## config.mk

```make
export PLATFORM = sky130hd
export DESIGN_NAME = qr_flyback_pwm_sequencer
export DESIGN_NICKNAME = d
export VERILOG_FILES = /design/src/rtl/qr_flyback_pkg.sv /design/src/rtl/qr_flyback_pwm_sequencer.sv
export VERILOG_INCLUDE_DIRS = /design/src /design/src/rtl
export SDC_FILE = /design/constraint.sdc
export NUM_CORES = 1
export LEC_CHECK = 0
export BUFFER_PORTS_ARGS = -buffer_cell sky130_fd_sc_hd__buf_2
export CAP_MARGIN = 20
export CORE_MARGIN = 3
export CORE_UTILIZATION = 45
export CTS_CLUSTER_SIZE = 20
export DETAILED_ROUTE_END_ITERATION = 10
export GPL_ROUTABILITY_DRIVEN = 0
export GPL_TIMING_DRIVEN = 0
export PLACE_DENSITY_LB_ADDON = 0.3
export SLEW_MARGIN = 20
export SYNTH_ARGS = -nofsm -noshare
export SYNTH_HDL_FRONTEND = slang
export SYNTH_SLANG_ARGS = --single-unit
```

## constraint.sdc

```tcl
create_clock -name I_CLK -period 3.4 [get_ports I_CLK]
set_input_delay 0.51 -clock I_CLK [delete_from_list [all_inputs] [get_ports I_CLK]]
set_output_delay 0.51 -clock I_CLK [all_outputs]
set_load 0.03 [all_outputs]
```

## src/rtl/qr_flyback_defines.svh

```systemverilog
// Timing counts, thresholds and reset values of the flyback sequencer
`ifndef QR_FLYBACK_DEFINES_SVH
`define QR_FLYBACK_DEFINES_SVH
`define QF_CLK_NS 100
`define QF_CYC_PER_MS (1000000 / `QF_CLK_NS)
`define QF_LEB_NS 300
`define QF_LEB_CYC ((`QF_LEB_NS + `QF_CLK_NS - 1) / `QF_CLK_NS)
`define QF_TON_US 15
`define QF_TON_CYC ((`QF_TON_US * 1000) / `QF_CLK_NS)
`define QF_PER_US 40
`define QF_PER_CYC ((`QF_PER_US * 1000) / `QF_CLK_NS)
`define QF_SHORT_NS 420
`define QF_SHORT_CYC ((`QF_SHORT_NS + `QF_CLK_NS - 1) / `QF_CLK_NS)
`define QF_BO_MS 32
`define QF_BO_CYC (`QF_BO_MS * `QF_CYC_PER_MS)
`define QF_RST_MS 16
`define QF_RST_CYC (`QF_RST_MS * `QF_CYC_PER_MS)
`define QF_FLT_MS 2000
`define QF_FLT_CYC (`QF_FLT_MS * `QF_CYC_PER_MS)
`define QF_BIN_GOOD 3
`define QF_BIN_BAD 6
`define QF_SS_STEP 8
`define QF_LVL_MIN 4'h1
`define QF_LVL_MAX 4'hf
`endif

```

## src/rtl/qr_flyback_pkg.sv

```systemverilog
// Types shared by the flyback sequencer
package qr_flyback_pkg;
    typedef enum logic [2:0] {
        S_OFF, S_QUAL, S_SOFT, S_RUN, S_RSTDLY, S_FAULT
    } state_t;
    typedef struct packed {
        logic vcc_start;
        logic vcc_low;
        logic bin_ok;
        logic bo_low;
        logic demag;
        logic cs_peak;
        logic cs_short;
        logic overload;
    } cmp_t;
    typedef logic [24:0] long_t;
    typedef struct packed {
        state_t st;
        cmp_t sy1;
        cmp_t sy2;
        logic dm_prev;
        logic gate;
        logic hv;
        logic run;
        logic ss;
        logic flt;
        logic [7:0] ontmr;
        logic [8:0] pertmr;
        logic [1:0] good;
        logic [2:0] bad;
        logic [2:0] shcnt;
        logic [3:0] sscnt;
        logic [3:0] lvl;
        long_t bo;
        long_t dly;
    } core_t;
endpackage : qr_flyback_pkg

```

## src/rtl/qr_flyback_pwm_sequencer.sv

```systemverilog
// Start-up, brown-in/out and cycle timing core of a QR flyback controller
// Operation
// - High-voltage charger off once start-up reached
// - Run above turn-on, stop below turn-off
// - Three good brown-in cycles start soft-start
// - Six bad cycles: stop, 16 ms, restart
// - Restart re-runs qualification at start-up threshold
// - Soft-start follows successful qualification at once
// - Input low 32 ms stops switching
// - Brown-out: 16 ms, recharge, requalify
// - Demagnetization edge turns switch on
// - Peak current turns switch off
// - Blanking of 300 ns after turn-on
// - Current sense ignored while blanking
// - Switch forced off after 15 us
// - Period never exceeds 40 us
// - Protection trip holds off for 2000 ms
// - Short qualified over 420 ns
`timescale 1ns/1ns
`include "qr_flyback_defines.svh"
module qr_flyback_pwm_sequencer
    import qr_flyback_pkg::*;
#(
    parameter int unsigned BO_CYC = `QF_BO_CYC,   // Brown-out persistence
    parameter int unsigned RST_CYC = `QF_RST_CYC, // Reset delay
    parameter int unsigned FLT_CYC = `QF_FLT_CYC  // Protection hold-off
) (
    input wire logic I_CLK,
    input wire logic I_SRST,
    input wire logic I_CE,
    input wire logic I_VCC_ABOVE_START, // Supply above start-up threshold
    input wire logic I_VCC_BELOW_RESET, // Supply below turn-off level
    input wire logic I_BROWN_IN_OK,     // Input above brown-in level
    input wire logic I_BROWN_OUT_LOW,   // Input below brown-out level
    input wire logic I_DEMAG,           // Aux sense below demag threshold
    input wire logic I_CS_PEAK,         // Current sense at peak limit
    input wire logic I_CS_SHORT,        // Current sense above short level
    input wire logic I_OVERLOAD,        // Overload indication
    output logic O_GATE,                // Power switch drive
    output logic O_HV_CHARGE,           // High-voltage start-up path on
    output logic O_RUN,                 // Switching allowed
    output logic O_SOFTSTART,           // Soft-start in progress
    output logic O_FAULT,               // Protection hold-off active
    output logic [3:0] O_ILIM_LEVEL     // Peak-current limit reference
);
    // Sized copies of the timing counts
    localparam logic [7:0] LEB_C = 8'(`QF_LEB_CYC);
    localparam logic [7:0] TON_C = 8'(`QF_TON_CYC);
    localparam logic [8:0] PER_C = 9'(`QF_PER_CYC);
    localparam logic [2:0] SH_C = 3'(`QF_SHORT_CYC);
    localparam logic [1:0] GOOD_C = 2'(`QF_BIN_GOOD - 1);
    localparam logic [2:0] BAD_C = 3'(`QF_BIN_BAD - 1);
    localparam logic [3:0] SS_C = 4'(`QF_SS_STEP - 1);
    localparam long_t BO_C = 25'(BO_CYC - 1);
    localparam long_t RST_C = 25'(RST_CYC - 1);
    localparam long_t FLT_C = 25'(FLT_CYC - 1);

    // Long counts must fit the 25-bit counters
    if (BO_CYC < 1 || BO_CYC > 33554432 || RST_CYC < 1 ||
        RST_CYC > 33554432 || FLT_CYC < 1 || FLT_CYC > 33554432) begin : g_chk
        $error("Delay parameter out of range");
    end

    core_t q; // Registered state
    core_t n; // Next state
    cmp_t cmp_in; // Raw comparator levels
    logic pwm; // Switching state
    logic blank; // Within turn-on blanking
    logic dm_edge; // Aux sense just dropped below threshold
    logic trip; // Protection event this cycle

    assign cmp_in = '{I_VCC_ABOVE_START, I_VCC_BELOW_RESET, I_BROWN_IN_OK,
        I_BROWN_OUT_LOW, I_DEMAG, I_CS_PEAK, I_CS_SHORT, I_OVERLOAD};

    // Next-state logic of the whole core
    always_comb begin
        n = q;
        n.sy1 = cmp_in;
        n.sy2 = q.sy1;
        n.dm_prev = q.sy2.demag;
        pwm = (q.st == S_SOFT) || (q.st == S_RUN);
        blank = q.ontmr < LEB_C;
        // Level, not edge, would retrigger while the aux ring settles
        dm_edge = q.sy2.demag && !q.dm_prev;
        trip = 1'b0;
        unique case (q.st)
            S_OFF: begin
                // Charger stays on until the supply is up
                if (q.sy2.vcc_start && !q.sy2.vcc_low) begin
                    n.st = S_QUAL;
                    n.good = 2'h0;
                    n.bad = 3'h0;
                    n.pertmr = 9'h0;
                end
            end
            S_QUAL: begin
                // Brown-in sampled once per maximum-period slot
                n.pertmr = q.pertmr + 9'h1;
                if (q.pertmr == PER_C - 9'h1) begin
                    n.pertmr = 9'h0;
                    if (q.sy2.bin_ok) begin
                        n.bad = 3'h0;
                        n.good = q.good + 2'h1;
                        if (q.good == GOOD_C) begin
                            n.st = S_SOFT;
                            n.lvl = `QF_LVL_MIN;
                            n.sscnt = 4'h0;
                            n.bo = '0;
                        end
                    end else begin
                        n.good = 2'h0;
                        n.bad = q.bad + 3'h1;
                        if (q.bad == BAD_C) begin
                            n.st = S_RSTDLY;
                            n.dly = '0;
                        end
                    end
                end
            end
            S_SOFT, S_RUN: begin
                n.pertmr = q.pertmr + 9'h1;
                if (q.gate) begin
                    n.ontmr = q.ontmr + 8'h1;
                    // Short must persist past blanking
                    if (!blank && q.sy2.cs_short) begin
                        n.shcnt = q.shcnt + 3'h1;
                        if (q.shcnt == SH_C - 3'h1) begin
                            trip = 1'b1;
                        end
                    end else begin
                        n.shcnt = 3'h0;
                    end
                    // Peak ignored while blanking; on-time cap
                    if ((!blank && q.sy2.cs_peak) ||
                        q.ontmr == TON_C - 8'h1) begin
                        n.gate = 1'b0;
                    end
                end else begin
                    n.shcnt = 3'h0;
                    if (dm_edge || q.pertmr == PER_C - 9'h1) begin
                        n.gate = 1'b1;
                        n.ontmr = 8'h0;
                        n.pertmr = 9'h0;
                        // Ramp advances in switching cycles
                        if (q.st == S_SOFT) begin
                            n.sscnt = q.sscnt + 4'h1;
                            if (q.sscnt == SS_C) begin
                                n.sscnt = 4'h0;
                                if (q.lvl == `QF_LVL_MAX) begin
                                    n.st = S_RUN;
                                end else begin
                                    n.lvl = q.lvl + 4'h1;
                                end
                            end
                        end
                    end
                end
                // Brown-out needs an unbroken low input
                if (q.sy2.bo_low) begin
                    n.bo = q.bo + 25'h1;
                    if (q.bo == BO_C) begin
                        n.st = S_RSTDLY;
                        n.dly = '0;
                    end
                end else begin
                    n.bo = '0;
                end
                if (q.sy2.overload) begin
                    trip = 1'b1;
                end
                // Protection outranks brown-out
                if (trip) begin
                    n.st = S_FAULT;
                    n.dly = '0;
                end
            end
            S_RSTDLY: begin
                n.dly = q.dly + 25'h1;
                if (q.dly == RST_C) begin
                    n.st = S_OFF;
                end
            end
            S_FAULT: begin
                n.dly = q.dly + 25'h1;
                if (q.dly == FLT_C) begin
                    n.st = S_OFF;
                end
            end
        endcase
        // Undervoltage lockout overrides every state
        if (q.st != S_OFF && q.sy2.vcc_low) begin
            n.st = S_OFF;
        end
        // Gate only ever high in a switching state
        if (n.st != S_SOFT && n.st != S_RUN) begin
            n.gate = 1'b0;
            n.shcnt = 3'h0;
        end
        n.hv = n.st == S_OFF;
        n.run = (n.st == S_SOFT) || (n.st == S_RUN);
        n.ss = n.st == S_SOFT;
        n.flt = n.st == S_FAULT;
        if (n.st == S_RUN) begin
            n.lvl = `QF_LVL_MAX;
        end
    end

    // State register; clock enable freezes everything
    always_ff @(posedge I_CLK) begin
        if (I_SRST) begin
            q <= '0;
            q.st <= S_OFF;
            q.hv <= 1'b1;
            q.lvl <= `QF_LVL_MIN;
        end else if (I_CE) begin
            q <= n;
        end
    end

    assign O_GATE = q.gate;
    assign O_HV_CHARGE = q.hv;
    assign O_RUN = q.run;
    assign O_SOFTSTART = q.ss;
    assign O_FAULT = q.flt;
    assign O_ILIM_LEVEL = q.lvl;

    property p_hv_off;
        @(posedge I_CLK) disable iff (I_SRST || !I_CE)
        q.st == S_OFF && q.sy2.vcc_start && !q.sy2.vcc_low
        |=> !q.hv && q.st == S_QUAL;
    endproperty
    a_hv_off: assert property (p_hv_off)
        else $error("Charger not released at start-up");

    property p_supply_undervoltage_lockout;
        @(posedge I_CLK) disable iff (I_SRST || !I_CE)
        q.st != S_OFF && q.sy2.vcc_low |=> q.st == S_OFF && !q.gate && q.hv;
    endproperty
    a_supply_undervoltage_lockout: assert property (p_supply_undervoltage_lockout)
        else $error("Undervoltage did not stop operation");

    property p_qual_good;
        @(posedge I_CLK) disable iff (I_SRST || !I_CE)
        q.st == S_SOFT && $past(q.st) == S_QUAL
        |-> $past(q.good) == 2'h2 && q.lvl == `QF_LVL_MIN;
    endproperty
    a_qual_good: assert property (p_qual_good)
        else $error("Soft-start without three good cycles");

    property p_qual_bad;
        @(posedge I_CLK) disable iff (I_SRST || !I_CE)
        q.st == S_RSTDLY && $past(q.st) == S_QUAL |-> $past(q.bad) == 3'h5;
    endproperty
    a_qual_bad: assert property (p_qual_bad)
        else $error("Restart without six bad cycles");

    property p_blank;
        @(posedge I_CLK) disable iff (I_SRST || !I_CE)
        (q.gate && q.ontmr < LEB_C) ##1 (q.st == $past(q.st)) |-> q.gate;
    endproperty
    a_blank: assert property (p_blank)
        else $error("Switch ended during blanking");

    property p_ton;
        @(posedge I_CLK) disable iff (I_SRST || !I_CE)
        q.gate |-> q.ontmr < TON_C;
    endproperty
    a_ton: assert property (p_ton)
        else $error("On-time exceeded");

    // Longest period ends in a forced turn-on unless the state is left
    property p_period;
        @(posedge I_CLK) disable iff (I_SRST || !I_CE)
        pwm && !q.gate && q.pertmr == PER_C - 9'h1 && !q.sy2.vcc_low &&
        !trip && !(q.sy2.bo_low && q.bo == BO_C)
        |=> q.gate && q.pertmr == 9'h0;
    endproperty
    a_period: assert property (p_period)
        else $error("Switching period exceeded");

    property p_peak;
        @(posedge I_CLK) disable iff (I_SRST || !I_CE)
        q.gate && !blank && q.sy2.cs_peak |=> !q.gate;
    endproperty
    a_peak: assert property (p_peak)
        else $error("Peak current did not end the cycle");

    property p_demag;
        @(posedge I_CLK) disable iff (I_SRST || !I_CE)
        pwm && !q.gate && dm_edge && !q.sy2.vcc_low && !trip &&
        !(q.sy2.bo_low && q.bo == BO_C) |=> q.gate;
    endproperty
    a_demag: assert property (p_demag)
        else $error("Demagnetization did not start a cycle");

    property p_brownout;
        @(posedge I_CLK) disable iff (I_SRST || !I_CE)
        pwm && q.sy2.bo_low && q.bo == BO_C && !trip && !q.sy2.vcc_low
        |=> q.st == S_RSTDLY && !q.gate;
    endproperty
    a_brownout: assert property (p_brownout)
        else $error("Brown-out not taken");

    property p_fault_hold;
        @(posedge I_CLK) disable iff (I_SRST || !I_CE)
        q.st == S_FAULT && q.dly != FLT_C && !q.sy2.vcc_low
        |=> q.st == S_FAULT && !q.gate;
    endproperty
    a_fault_hold: assert property (p_fault_hold)
        else $error("Fault hold-off cut short");
endmodule : qr_flyback_pwm_sequencer

```

After elaboration in Yosys (flattened, before gate mapping) --
Index checks and enable logic that the tools add are counted.
Storage, ports and cells: bits in registers 108, input bits 11, output and inout bits 9, word-level logic and storage cells 169
Cells by class: add/subtract/negate cells 9, order comparisons 1, equality and inequality tests 39, multiplexer cells 56, reductions and logical operators 32
Operators by type and width (count):
- 25-bit 2-to-1 mux | 6
- 25-bit one-hot mux with 3 select lines | 1
- 33-bit 2-to-1 mux | 2
- 33-bit one-hot mux with 2 select lines | 1
- 3-bit 2-to-1 mux | 20
- 58-bit 2-to-1 mux | 1
- 25-bit by 1-bit adder with 25-bit output, second input constant | 2
- 8-bit 2-to-1 mux | 5
- 14-bit 2-to-1 mux | 2
- 9-bit one-hot mux with 3 select lines | 1
- 25-bit by 18-bit equality test with 1-bit output, second input constant | 1
- 25-bit by 19-bit equality test with 1-bit output, second input constant | 1
- 25-bit equality test, second input constant | 1
- 3-bit != test, second input constant | 8
- 2-bit != test, second input constant | 9
- 17-bit 2-to-1 mux | 1
- 3-bit equality test, second input constant | 5
- 3-bit one-hot mux with 5 select lines | 1
- 3-bit by 2-bit equality test with 1-bit output, second input constant | 4
- 3-bit by 2-bit != test with 1-bit output, second input constant | 4
- 3-bit nonzero test | 4
- 1-bit 2-to-1 mux | 10
- 5-bit one-hot mux with 2 select lines | 1
- 10-bit AND reduction | 1
- other kinds (27) | 45

Longest topological paths before layout --
Gate-level depths: netlist of the first run.
depth in word-level cells 15, gate-level depth with buffers 11, mapped depth without buffers 9

Least setup slack after synthesis of the first run --
OpenSTA, ideal clock, no wires.
path type register to register, start point register q[25] (netlist bit), end point register q[11] (netlist bit), setup time 115 ps, arrival 2245 ps, data required time 3285 ps, path slack 1039 ps, stages on the path, launching flop included 10, path buffers 1, clock period less this slack 2361 ps, cells stage by stage dfxtp_1 > ha_1 > nor4b_2 > nand3_1 > or3_4 > a311o_2 > buf_6 > nor4_4 > xnor2_1 > nor2_2
On the way: word-level cells in the longest chain between the ends 3
RTL lines:
- start: declaration | RTL line qr_flyback_pwm_sequencer.sv:64 | core_t q;
- start signal: assignment | RTL line qr_flyback_pwm_sequencer.sv:216 | q <= n;
- 25-bit by 19-bit equality test with 1-bit output | RTL line qr_flyback_pwm_sequencer.sv:161 | if (q.bo == BO_C) begin
- 3-bit by 2-bit != test with 1-bit output (no line)
- 7-bit AND reduction (no line)
Every way passes these cells. A chain may end at the register's enable or synchronous reset.

Worst setup path in the final report of the first run --
start point register q[107] (netlist bit), end point register q, in the netlist O_GATE
On the way: word-level cells in the longest chain between the ends 14, elaborated cells between the ends (all ways) 32, classes of those cells 7 x eq/ne; 18 x mux; 7 x reduce/logical
RTL lines:
- 3-bit 2-to-1 mux | RTL line qr_flyback_pwm_sequencer.sv:149 | if (q.lvl == `QF_LVL_MAX) begin
- 3-bit 2-to-1 mux | RTL line qr_flyback_pwm_sequencer.sv:147 | if (q.sscnt == SS_C) begin
- 3-bit 2-to-1 mux | RTL line qr_flyback_pwm_sequencer.sv:145 | if (q.st == S_SOFT) begin
- 3-bit 2-to-1 mux | RTL line qr_flyback_pwm_sequencer.sv:140 | if (dm_edge || q.pertmr == PER_C - 9'h1) begin
- 3-bit 2-to-1 mux | RTL line qr_flyback_pwm_sequencer.sv:122 | if (q.gate) begin
- 3-bit 2-to-1 mux | RTL line qr_flyback_pwm_sequencer.sv:161
- 3-bit 2-to-1 mux | RTL line qr_flyback_pwm_sequencer.sv:159 | if (q.sy2.bo_low) begin
- 3-bit 2-to-1 mux | RTL line qr_flyback_pwm_sequencer.sv:172 | if (trip) begin
- 3-bit one-hot mux with 5 select lines | RTL line qr_flyback_pwm_sequencer.sv:86 | unique case (q.st)
- 3-bit 2-to-1 mux | RTL line qr_flyback_pwm_sequencer.sv:191 | if (q.st != S_OFF && q.sy2.vcc_low) begin
- 3-bit by 2-bit != test with 1-bit output | RTL line qr_flyback_pwm_sequencer.sv:195 | if (n.st != S_SOFT && n.st != S_RUN) begin
- 1-bit logical AND | RTL line qr_flyback_pwm_sequencer.sv:195
- 2-bit nonzero test (no line)
- 2-bit AND reduction (no line)
Several ways; a longest one is shown, not always the timed one.

==> out/results.txt, run 1 <==
Status -> complete, no violations
Quantity of I/O buffers inserted on ports -> 18
Vias in the first global route -> 4619
First-pass GRT wire length -> 22.24 mm
Layout Nets -> 719
Total gr overflow -> 0
Min setup slack post-route -> 0.5290 ns
Maximum number of pins on one net before global-route repair -> 17
Register bit count reported by yosys -> 108
Minimum clock period -> 2.871 ns
Violation count after the first detailed-route iteration -> 316
Sum of negative setup slack -> 0 ns
DIE HEIGHT -> 118.0 um
Worst EP arrival -> 3.11 ns
CTS H-tree depth -> 3
Floorplan Core Area -> 0.01211 sq mm
Required arrival time at the worst endpoint -> 3.64 ns
Crit path to -> O_GATE
Floorplan die area -> 0.01392 sq mm
Count of hold-fix buffers inserted at cts -> 0
Quantity of gates resized following cts -> 0
CTS tree -> built
Yosys Warn Count -> 0
Netlist Area Pre-Place -> 0.005642 sq mm
Number of maximum-capacitance constraint violations -> 0
Number of slew-limit violations in the final report -> 0
Clock input transition at the sequential cells of the worst setup and hold paths -> 0.07 ns
Startpoint of the most critical setup path -> q[107]
Clock Latency Late Sink -> 0.36 ns
Nature of the critical path endpoint -> flop
CTS buffer count -> 9
Tot GR Track Use -> 19.28%
Antenna diode count -> 0
Hold Path Cell Cnt -> 3
Unrepaired setup endpoints after global routing -> false
Sequential fraction of the synthesis area -> 38.32%
Beginning of the worst hold path -> I_OVERLOAD
Terminus of the critical flop-to-flop path -> O_GATE
Average instance area after synthesis -> 8.484 sq um
Syn Inst Count -> 665
Power per cell area -> 415.2 mW/mm^2
Crit Reg-Reg Startpoint -> q[107]
Net count of the mapped netlist -> 690
Startpoint type of the worst setup path -> flop
Met1 layer wirelength in the final routing -> 6.171 mm
Cell at the root of the clock tree -> sky130_fd_sc_hd__clkbuf_16
Worst reg2reg setup slack -> 0.53 ns
Fmax -> 348.3 MHz
Number of buffers on the longest clock path -> 2
Via count -> 4856
Placed wire-length estimate after detailed placement -> 9.058 mm
Share of post-route cells with drive strength above 1 -> 11.16%
Tightest slew margin relative to the limit -> 51.48%
Worst-Margin Slew -> 0.7278 ns
Synth unique cells -> 74
Pre-CTS WS -> 0.6276 ns
Effective utilization at floorplan -> 46.58%
Number of buffers inserted by post-CTS setup repair -> 0
Final ANT Viol Nets -> 0
Top routing layer in use -> met4
Class of the most critical hold timing path -> input port to flop
Initial antenna violation count -> 0
Share of synthesized registers carrying an async set or reset -> 0%
Category of the most critical setup path -> flop to flop
Wire length on met2 -> 5.886 mm
# IOs -> 20
Routed wire length -> 12.87 mm
Number of sinks handled by clock tree synthesis -> 108
Fillcell total -> 1154
Remaining design rule violation count -> 0
Routed wire per std cell -> 14.84 um
Routed length on met3 -> 613 um
VDD IR-drop max -> 235.3 uV
Most used flip-flop cell after synthesis -> sky130_fd_sc_hd__dfxtp_1
Number of rows created at floorplan -> 40
EDFF count, synth -> 0
Final hold violations -> 0
Final setup violation count -> 0
Top fanout value on the critical path -> 10
Total Power -> 2596 uW
Overall die width -> 118.0 um
Fin crit share -> 84.44%
Router iterations before antenna repair -> 5
Worst clock skew -> 0.004767 ns
Leakage power total -> 0.002197 uW
Path depth of the worst reg2reg path -> 9
Via count normalized by instance count -> 5.601
Area growth from synthesis to layout -> 10.82%
area by class of cell:
| type | count | area (sq um) | share of cell area, % |
|---|---|---|---|
| Timing Repair Buffer | 18 | 90.09 | 1.441 |
| Buffer | 33 | 197.7 | 3.162 |
| Tap cell | 168 | 210.2 | 3.362 |
| Multi-Input combinational cell | 506 | 3214 | 51.41 |
| Clock buffer | 12 | 236.5 | 3.782 |
| Inverter | 18 | 67.56 | 1.081 |
| Clock inverter | 4 | 73.82 | 1.181 |
| Sequential cell | 108 | 2162 | 34.58 |
worst min-delay path by stage:
stage                   to
5_1_grt              n[95]
4_1_cts              n[95]
3_3_place_gp   O_SOFTSTART
6_report             n[89]
2_1_floorplan        q[55]
3_5_place_dp   O_SOFTSTART
state kept, by name, indices dropped and copies added, names as in the netlist:
register	flops
O_RUN	1
O_FAULT	1
O_ILIM_LEVEL	4
O_SOFTSTART	1
O_GATE	1
O_HV_CHARGE	1
n	9
q	90
cells in the mapped netlist (all sizes together) (15+ instances only):
library cell	n	area (sq um)
inv	18	67.56
o21ai	27	138.9
xor2	21	183.9
a21oi	34	177.7
nand2	45	171.4
buf	16	113.9
mux2i	26	260.3
dfxtp	108	2162
clkbuf	17	83.83
nand3	28	140.1
nor3	21	120.1
xnor2	25	219.0
nor2	115	439.2
nor4	15	130.1
nand4	24	150.1
cell families after synthesis:
kind of cell             share of synthesized area, %
flip-flops                                      38.32
AO/OA/AOI/OAI                                   11.89
AND/OR/NAND/NOR                                 30.23
buffers and inverters                           4.702
adder cells (fa/ha/maj)                         3.105
XOR/XNOR                                        7.141
multiplexers                                    4.613
power by group:
| part | total (uW) | leakage (uW) | internal, uW | switching (uW) |
|---|---|---|---|---|
| Sequential | 1290 | 0.000873 | 1280 | 13.9 |
| Combinational | 187 | 0.00117 | 63.6 | 123 |
| Clock | 1110 | 0.000151 | 647 | 467 |
through the flow:
step	instance area [sq um]	hold WS (ns)	utilization, %	instances
floorplan	5642	0.4492	-	665
global placement	5942	0.4449	49.06	851
detailed placement	5942	0.4552	49.06	851
CTS	6252	0.3803	51.62	867
global route	6252	0.3906	51.62	867
finish	6252	0.3888	51.62	867
per-layer routing:
metal | GRT usage, % | up-vias
met5 | 0 | -
met4 | 6.520 | 0
met3 | 4.133 | 15
met2 | 30.36 | 129
met1 | 26.24 | 2286
li1 | - | 2426
layout by cell type (no fill, tap or decap), types with 21 or more instances in the layout:
cell type and n:
sky130_fd_sc_hd__a21oi_1 32, sky130_fd_sc_hd__buf_2 22, sky130_fd_sc_hd__dfxtp_1 108, sky130_fd_sc_hd__mux2i_1 26
sky130_fd_sc_hd__nand2_1 44, sky130_fd_sc_hd__nand3_1 28, sky130_fd_sc_hd__nand4_1 24, sky130_fd_sc_hd__nor2_1 112
sky130_fd_sc_hd__o21ai_0 25, sky130_fd_sc_hd__xnor2_1 25, sky130_fd_sc_hd__xor2_1 21
worst max-delay path, cell delays in order, from the launching register on:
cell,delay (ns)
sky130_fd_sc_hd__dfxtp_1,0.36
sky130_fd_sc_hd__buf_2,0.26
sky130_fd_sc_hd__inv_1,0.11
sky130_fd_sc_hd__ha_1,0.19
sky130_fd_sc_hd__clkbuf_8,0.16
sky130_fd_sc_hd__nor3_1,0.42
sky130_fd_sc_hd__nand2_1,0.15
sky130_fd_sc_hd__a31oi_2,0.52
sky130_fd_sc_hd__a31oi_1,0.21
sky130_fd_sc_hd__o32ai_1,0.36
(Power assumes the default switching activity.)
==> run 2: changes to the inputs <==
==> constraint.sdc (replaced) <==
create_clock -name I_CLK -period 2.61 [get_ports I_CLK]
set_input_delay 0.3915 -clock I_CLK [delete_from_list [all_inputs] [get_ports I_CLK]]
set_output_delay 0.3915 -clock I_CLK [all_outputs]
set_load 0.03 [all_outputs]
==> run 2 against run 1 <==
Clock skew is essentially flat. Count of clock-buffer cells in the layout is the same. Total power grew 31%. Hold slack lost 0.12 ns. Worst setup slack lost 0.41 ns. Critical path type unchanged. Final area grew 3.4%. Maximum frequency grew 15%. Clock power grew 31%. Final cell count grew 0.92%. Die area is the same. Register-to-register slack lost 0.41 ns. Via count grew 1.5%.
==> out/results.txt, run 2 (synthesis gave the netlist of run 1 again) <==
Startpoint of the most critical setup path -> q[107]
Most common library cell in the layout ignoring fill and taps -> sky130_fd_sc_hd__nor2_1
Global routing usage on met1 -> 26.12%
Routed wire length -> 13.21 mm
Minimum clock period -> 2.495 ns
Quantity of I/O buffers inserted on ports -> 18
Fmax -> 400.8 MHz
Total gr overflow -> 0
Count of hold-fix buffers inserted at cts -> 0
Met2 usage -> 30.29%
Effective utilization at floorplan -> 46.58%
# IOs -> 20
Startpoint type of the worst setup path -> flop
Final setup violation count -> 0
CTS tree -> built
Status -> complete, no violations
Violation count after the first detailed-route iteration -> 380
GRT met3 Usage -> 4.181%
DIE HEIGHT -> 118.0 um
Final hold violations -> 0
CTS H-tree depth -> 3
Hold WS -> 0.2714 ns
Number of rows created at floorplan -> 40
Number of buffers on the longest clock path -> 2
Number of slew-limit violations in the final report -> 0
Routed wire per std cell -> 15.09 um
Worst reg2reg setup slack -> 0.12 ns
Most used cells in the layout excluding fill and tap cells -> sky130_fd_sc_hd__nor2_1 (112), sky130_fd_sc_hd__dfxtp_1 (104), sky130_fd_sc_hd__nand2_1 (44)
Layout Nets -> 727
Via count -> 4929
Clock Latency Late Sink -> 0.36 ns
Number of sinks handled by clock tree synthesis -> 108
Largest register FFs -> 90
Top fanout value on the critical path -> 10
Area growth from synthesis to layout -> 14.55%
Fin crit share -> 95.59%
Router iterations before antenna repair -> 5
Overall die width -> 118.0 um
Vias in the first global route -> 4624
Floorplan die area -> 0.01392 sq mm
Clock input transition at the sequential cells of the worst setup and hold paths -> 0.07 ns
Number of maximum-capacitance constraint violations -> 0
Crit path to -> q[33]
Worst EP arrival -> 2.78 ns
Class of the most critical hold timing path -> input port to flop
Antenna diode count -> 0
Path depth of the worst reg2reg path -> 11
Via count normalized by instance count -> 5.633
Cell at the root of the clock tree -> sky130_fd_sc_hd__clkbuf_16
Maximum number of pins on one net before global-route repair -> 17
Placed wire-length estimate after detailed placement -> 9.058 mm
Global routing's busiest layer -> met2
Required arrival time at the worst endpoint -> 2.90 ns
Initial antenna violation count -> 0
Floorplan Core Area -> 0.01211 sq mm
First-pass GRT wire length -> 22.26 mm
Nature of the critical path endpoint -> flop
CTS buffer count -> 9
Post-layout util -> 53.36%
Register name with the most flops -> q
Tightest slew margin relative to the limit -> 51.70%
Worst clock skew -> 0.005117 ns
Power per cell area -> 527.6 mW/mm^2
Final ANT Viol Nets -> 0
Tot GR Track Use -> 19.28%
Crit Reg-Reg Startpoint -> q[107]
Terminus of the critical flop-to-flop path -> q[33]
Category of the most critical setup path -> flop to flop
Worst-Margin Slew -> 0.7244 ns
VDD IR-drop max -> 307.8 uV
Remaining design rule violation count -> 0
Leakage power total -> 0.002253 uW
Share of post-route cells with drive strength above 1 -> 14.99%
run 2: changes by cell type in the layout (fill, tap and decap cells not counted), moves of 3 or more:
cell and delta:
sky130_fd_sc_hd__dfxtp_1 -4, sky130_fd_sc_hd__dfxtp_2 +3, sky130_fd_sc_hd__buf_4 +9, sky130_fd_sc_hd__clkbuf_1 -4
run 2: worst min path at each step:
| stage | from | endpoint | slack [ns] | cells past startpoint |
|---|---|---|---|---|
| after floorplan | q[55] | q[55] | 0.45 | 2 |
| after global placement | O_SOFTSTART | O_SOFTSTART | 0.44 | 2 |
| after detailed placement | O_SOFTSTART | O_SOFTSTART | 0.46 | 2 |
| after CTS | I_VCC_BELOW_RESET | n[95] | 0.26 | 3 |
| after global routing | I_VCC_BELOW_RESET | n[95] | 0.27 | 3 |
| final | I_VCC_BELOW_RESET | n[95] | 0.27 | 3 |
run 2: critical path, cell delays in order, from the launching register on:
cell	delay (ns)
sky130_fd_sc_hd__dfxtp_1	0.34
sky130_fd_sc_hd__buf_4	0.20
sky130_fd_sc_hd__inv_2	0.09
sky130_fd_sc_hd__ha_1	0.15
sky130_fd_sc_hd__clkbuf_8	0.17
sky130_fd_sc_hd__nand2_1	0.10
sky130_fd_sc_hd__a21oi_4	0.32
sky130_fd_sc_hd__buf_6	0.15
sky130_fd_sc_hd__and3_2	0.21
sky130_fd_sc_hd__nand2_1	0.07
sky130_fd_sc_hd__or4b_1	0.48
sky130_fd_sc_hd__a21oi_1	0.15
run 2: per-layer routing:
metal  wire, um  part of all wire [%]
met1       6246                    47
met2       6228                    47
met3        516                   3.9
met4        217                   1.6
met5          0                     0
run 2: where the power goes:
part           internal, uW  switching (uW)
Sequential             1670            18.9
Combinational           103             171
Clock                   843             605
run 2: area by class of cell:
class | count | area, sq um
clock inverters | 4 | 73.82
clock buffers | 12 | 236.5
inverters | 18 | 67.56
fillers | 1130 | 5649
plain buffers | 32 | 205.2
repair buffers | 27 | 161.4
multi-input cells | 506 | 3338
well taps | 168 | 210.2
flip-flops and latches | 108 | 2170
run 2: per-stage QoR:
stage                     power [uW]  worst slack, ns  area, sq um  cells  setup TNS, ns
after floorplan                 1897           0.2494         5642    665              0
after global placement          1960          -0.1311         5942    851         -1.835
after detailed placement        1965          -0.1624         5942    851         -2.036
after CTS                       3422          0.01507         6311    868              0
after global routing            3550        -0.002346         6462    875      -0.004013
final                           3410           0.1151         6462    875              0
run 2: timing repair:
item	4_1_cts	5_1_grt
setup endpoints to repair	42	53
gates cloned	0	0
pin swaps	2	7
gates resized for setup	9	27
setup buffers	1	8
hold endpoints to repair	0	0
==> run 3: changes to the inputs <==
--- a/config.mk
+++ b/config.mk
@@ -6,12 +6,12 @@
 export SDC_FILE = /design/constraint.sdc
 export NUM_CORES = 1
 export LEC_CHECK = 0
-export BUFFER_PORTS_ARGS = -buffer_cell sky130_fd_sc_hd__buf_2
 export CAP_MARGIN = 20
 export CORE_MARGIN = 3
 export CORE_UTILIZATION = 45
 export CTS_CLUSTER_SIZE = 20
 export DETAILED_ROUTE_END_ITERATION = 10
+export DONT_BUFFER_PORTS = 1
 export GPL_ROUTABILITY_DRIVEN = 0
 export GPL_TIMING_DRIVEN = 0
 export PLACE_DENSITY_LB_ADDON = 0.3
==> run 3 against run 2 <==
The flow now finishes with violations (setup timing). Largest cell class unchanged. Critical endpoint is now O_FAULT. Largest power group unchanged. Total power decreased by 4.8%. Final area decreased by 3.0%. Count of clock-buffer cells in the layout increased by 1. Wire length decreased by 2.6%. Utilization decreased by 1.6 points. Hold slack got worse by 0.080 ns.
==> out/results.txt, run 3 (synthesis gave the netlist of run 1 again) <==
Hold WS -> 0.1913 ns
Status -> finished, violations left
Most used cells in the layout excluding fill and tap cells -> sky130_fd_sc_hd__nor2_1 (111), sky130_fd_sc_hd__dfxtp_1 (105), sky130_fd_sc_hd__nand2_1 (44)
Routed wire length -> 12.86 mm
Worst EP arrival -> 2.95 ns
Bufs and invs on worst path -> 2
Fin crit share -> 102.2%
Cell with the largest stage delay on the worst path -> sky130_fd_sc_hd__o31ai_1
Startpoint type of the worst setup path -> flop
Quantity of I/O buffers inserted on ports -> 0
Router iterations before antenna repair -> 5
Total Power -> 3246 uW
Share of post-route cells with drive strength above 1 -> 11.84%
Antenna diode count -> 0
Final cell count without fillers -> 852
Via count normalized by instance count -> 5.704
Maximum number of pins on one net before global-route repair -> 16
Layout Nets -> 706
Class of the most critical hold timing path -> input port to flop
Unrepaired setup endpoints after global routing -> true
Minimum clock period -> 2.668 ns
Via count -> 4860
CTS tree -> built
Remaining design rule violation count -> 0
Cell Chain, Critical Path -> clkbuf_1, o31ai_1, inv_1, o22ai_1, a32oi_2, or4_1, a21oi_1
Number of slew-limit violations in the final report -> 0
Tightest slew margin relative to the limit -> 50.04%
Clock input transition at the sequential cells of the worst setup and hold paths -> 0.07 ns
Register name with the most flops -> q
Nature of the critical path endpoint -> flop
Floorplan Core Area -> 0.01211 sq mm
Placed wire-length estimate after detailed placement -> 9.019 mm
Fmax -> 374.8 MHz
Largest stage delay, worst path -> 0.70 ns
Largest register FFs -> 90
VDD IR-drop max -> 300.5 uV
Category of the most critical setup path -> flop to flop
Total gr overflow -> 0
Top fanout value on the critical path -> 10
Cell at the root of the clock tree -> sky130_fd_sc_hd__clkbuf_16
Effective utilization at floorplan -> 46.58%
Power per cell area -> 518.0 mW/mm^2
Post-layout util -> 51.75%
Final setup violation count -> 1
Inst Count DP -> 833
Routed wire per std cell -> 15.09 um
Number of rows created at floorplan -> 40
Area growth from synthesis to layout -> 11.09%
Required arrival time at the worst endpoint -> 2.89 ns
Post-placement cell area -> 0.005852 sq mm
CTS H-tree depth -> 3
Initial antenna violation count -> 0
Clock Latency Late Sink -> 0.35 ns
Worst-Margin Slew -> 0.7431 ns
Leakage power total -> 0.002145 uW
Min setup slack post-route -> -0.05843 ns
Vias in the first global route -> 4691
Number of sinks handled by clock tree synthesis -> 108
Number of buffers on the longest clock path -> 2
Tot GR Track Use -> 18.73%
Floorplan die area -> 0.01392 sq mm
Violated checks -> setup timing
Finished layout cell area -> 0.006267 sq mm
Final hold violations -> 0
CTS buffer count -> 9
First-pass GRT wire length -> 21.82 mm
# IOs -> 20
Final ANT Viol Nets -> 0
Overall die width -> 118.0 um
Violation count after the first detailed-route iteration -> 338
Most common library cell in the layout ignoring fill and taps -> sky130_fd_sc_hd__nor2_1
Worst clock skew -> 0.005244 ns
DIE HEIGHT -> 118.0 um
Number of maximum-capacitance constraint violations -> 0
Cell family with the largest share of critical-path delay -> compound AO/OA/AOI/OAI gates
run 3: cell types whose count changed in the layout (fill, tap and decap cells not counted), moves of 2 or more:
cell                        before  now
sky130_fd_sc_hd__buf_2          20    3
sky130_fd_sc_hd__buf_4          14   11
sky130_fd_sc_hd__bufinv_16       2    0
sky130_fd_sc_hd__clkbuf_1       14   12
sky130_fd_sc_hd__clkbuf_8        2    5
sky130_fd_sc_hd__nor4b_2         0    2
sky130_fd_sc_hd__nor4b_4         2    0
run 3: report_power, final:
group          switching, uW  total (uW)  internal [uW]
Combinational            159         245           85.4
Sequential              23.7        1690           1670
Clock                    592        1310            716
run 3: timing repair:
item | in CTS | in global routing
setup endpoints to repair | 42 | 60
hold buffers | 0 | 0
pin swaps | 2 | 2
setup buffers | 1 | 5
gates resized for setup | 10 | 15
run 3: worst register-to-register path: cells and delay by family (launching register included):
| family | cells | cell delay [ns] |
|---|---|---|
| compound gates | 4 | 1.29 |
| simple gates | 1 | 0.55 |
| buf+inv | 2 | 0.42 |
| flops | 1 | 0.34 |
run 3: stage by stage:
step           setup slack (ns)  TNS [ns]
2_1_floorplan            0.2494         0
3_3_place_gp            -0.1249    -1.473
3_5_place_dp            -0.1288    -2.153
4_1_cts                 0.02915         0
5_1_grt                 -0.1052   -0.2863
6_report               -0.05843  -0.05843
run 3: cell type report:
type                    count  area, sq um
inverters                  18        67.56
repair buffers              6        45.04
multi-input cells         506         3297
clock buffers              13        270.3
flip-flops and latches    108         2166
fillers                  1141         5844
well taps                 168        210.2
clock inverters             1        7.507
plain buffers              32        203.9
run 3: worst paths after layout:
path	start	end	slack [ns]	cells after the start
worst max-delay path	q[105]	O_FAULT	-0.06	7
worst min-delay path	I_BROWN_IN_OK	n[94]	0.19	2
worst max register to register	q[105]	O_FAULT	-0.06	7
worst min register to register	q[33]	q[33]	0.48	2
run 3: layer usage:
layer	track usage, %	share of wire, %	up-vias	routed length, um
li1	-	-	2394	-
met4	9.377	2.6	0	337
met5	0	0	-	0
met2	29.75	45	124	5843
met3	3.220	4.6	27	592
met1	24.54	47	2315	6085
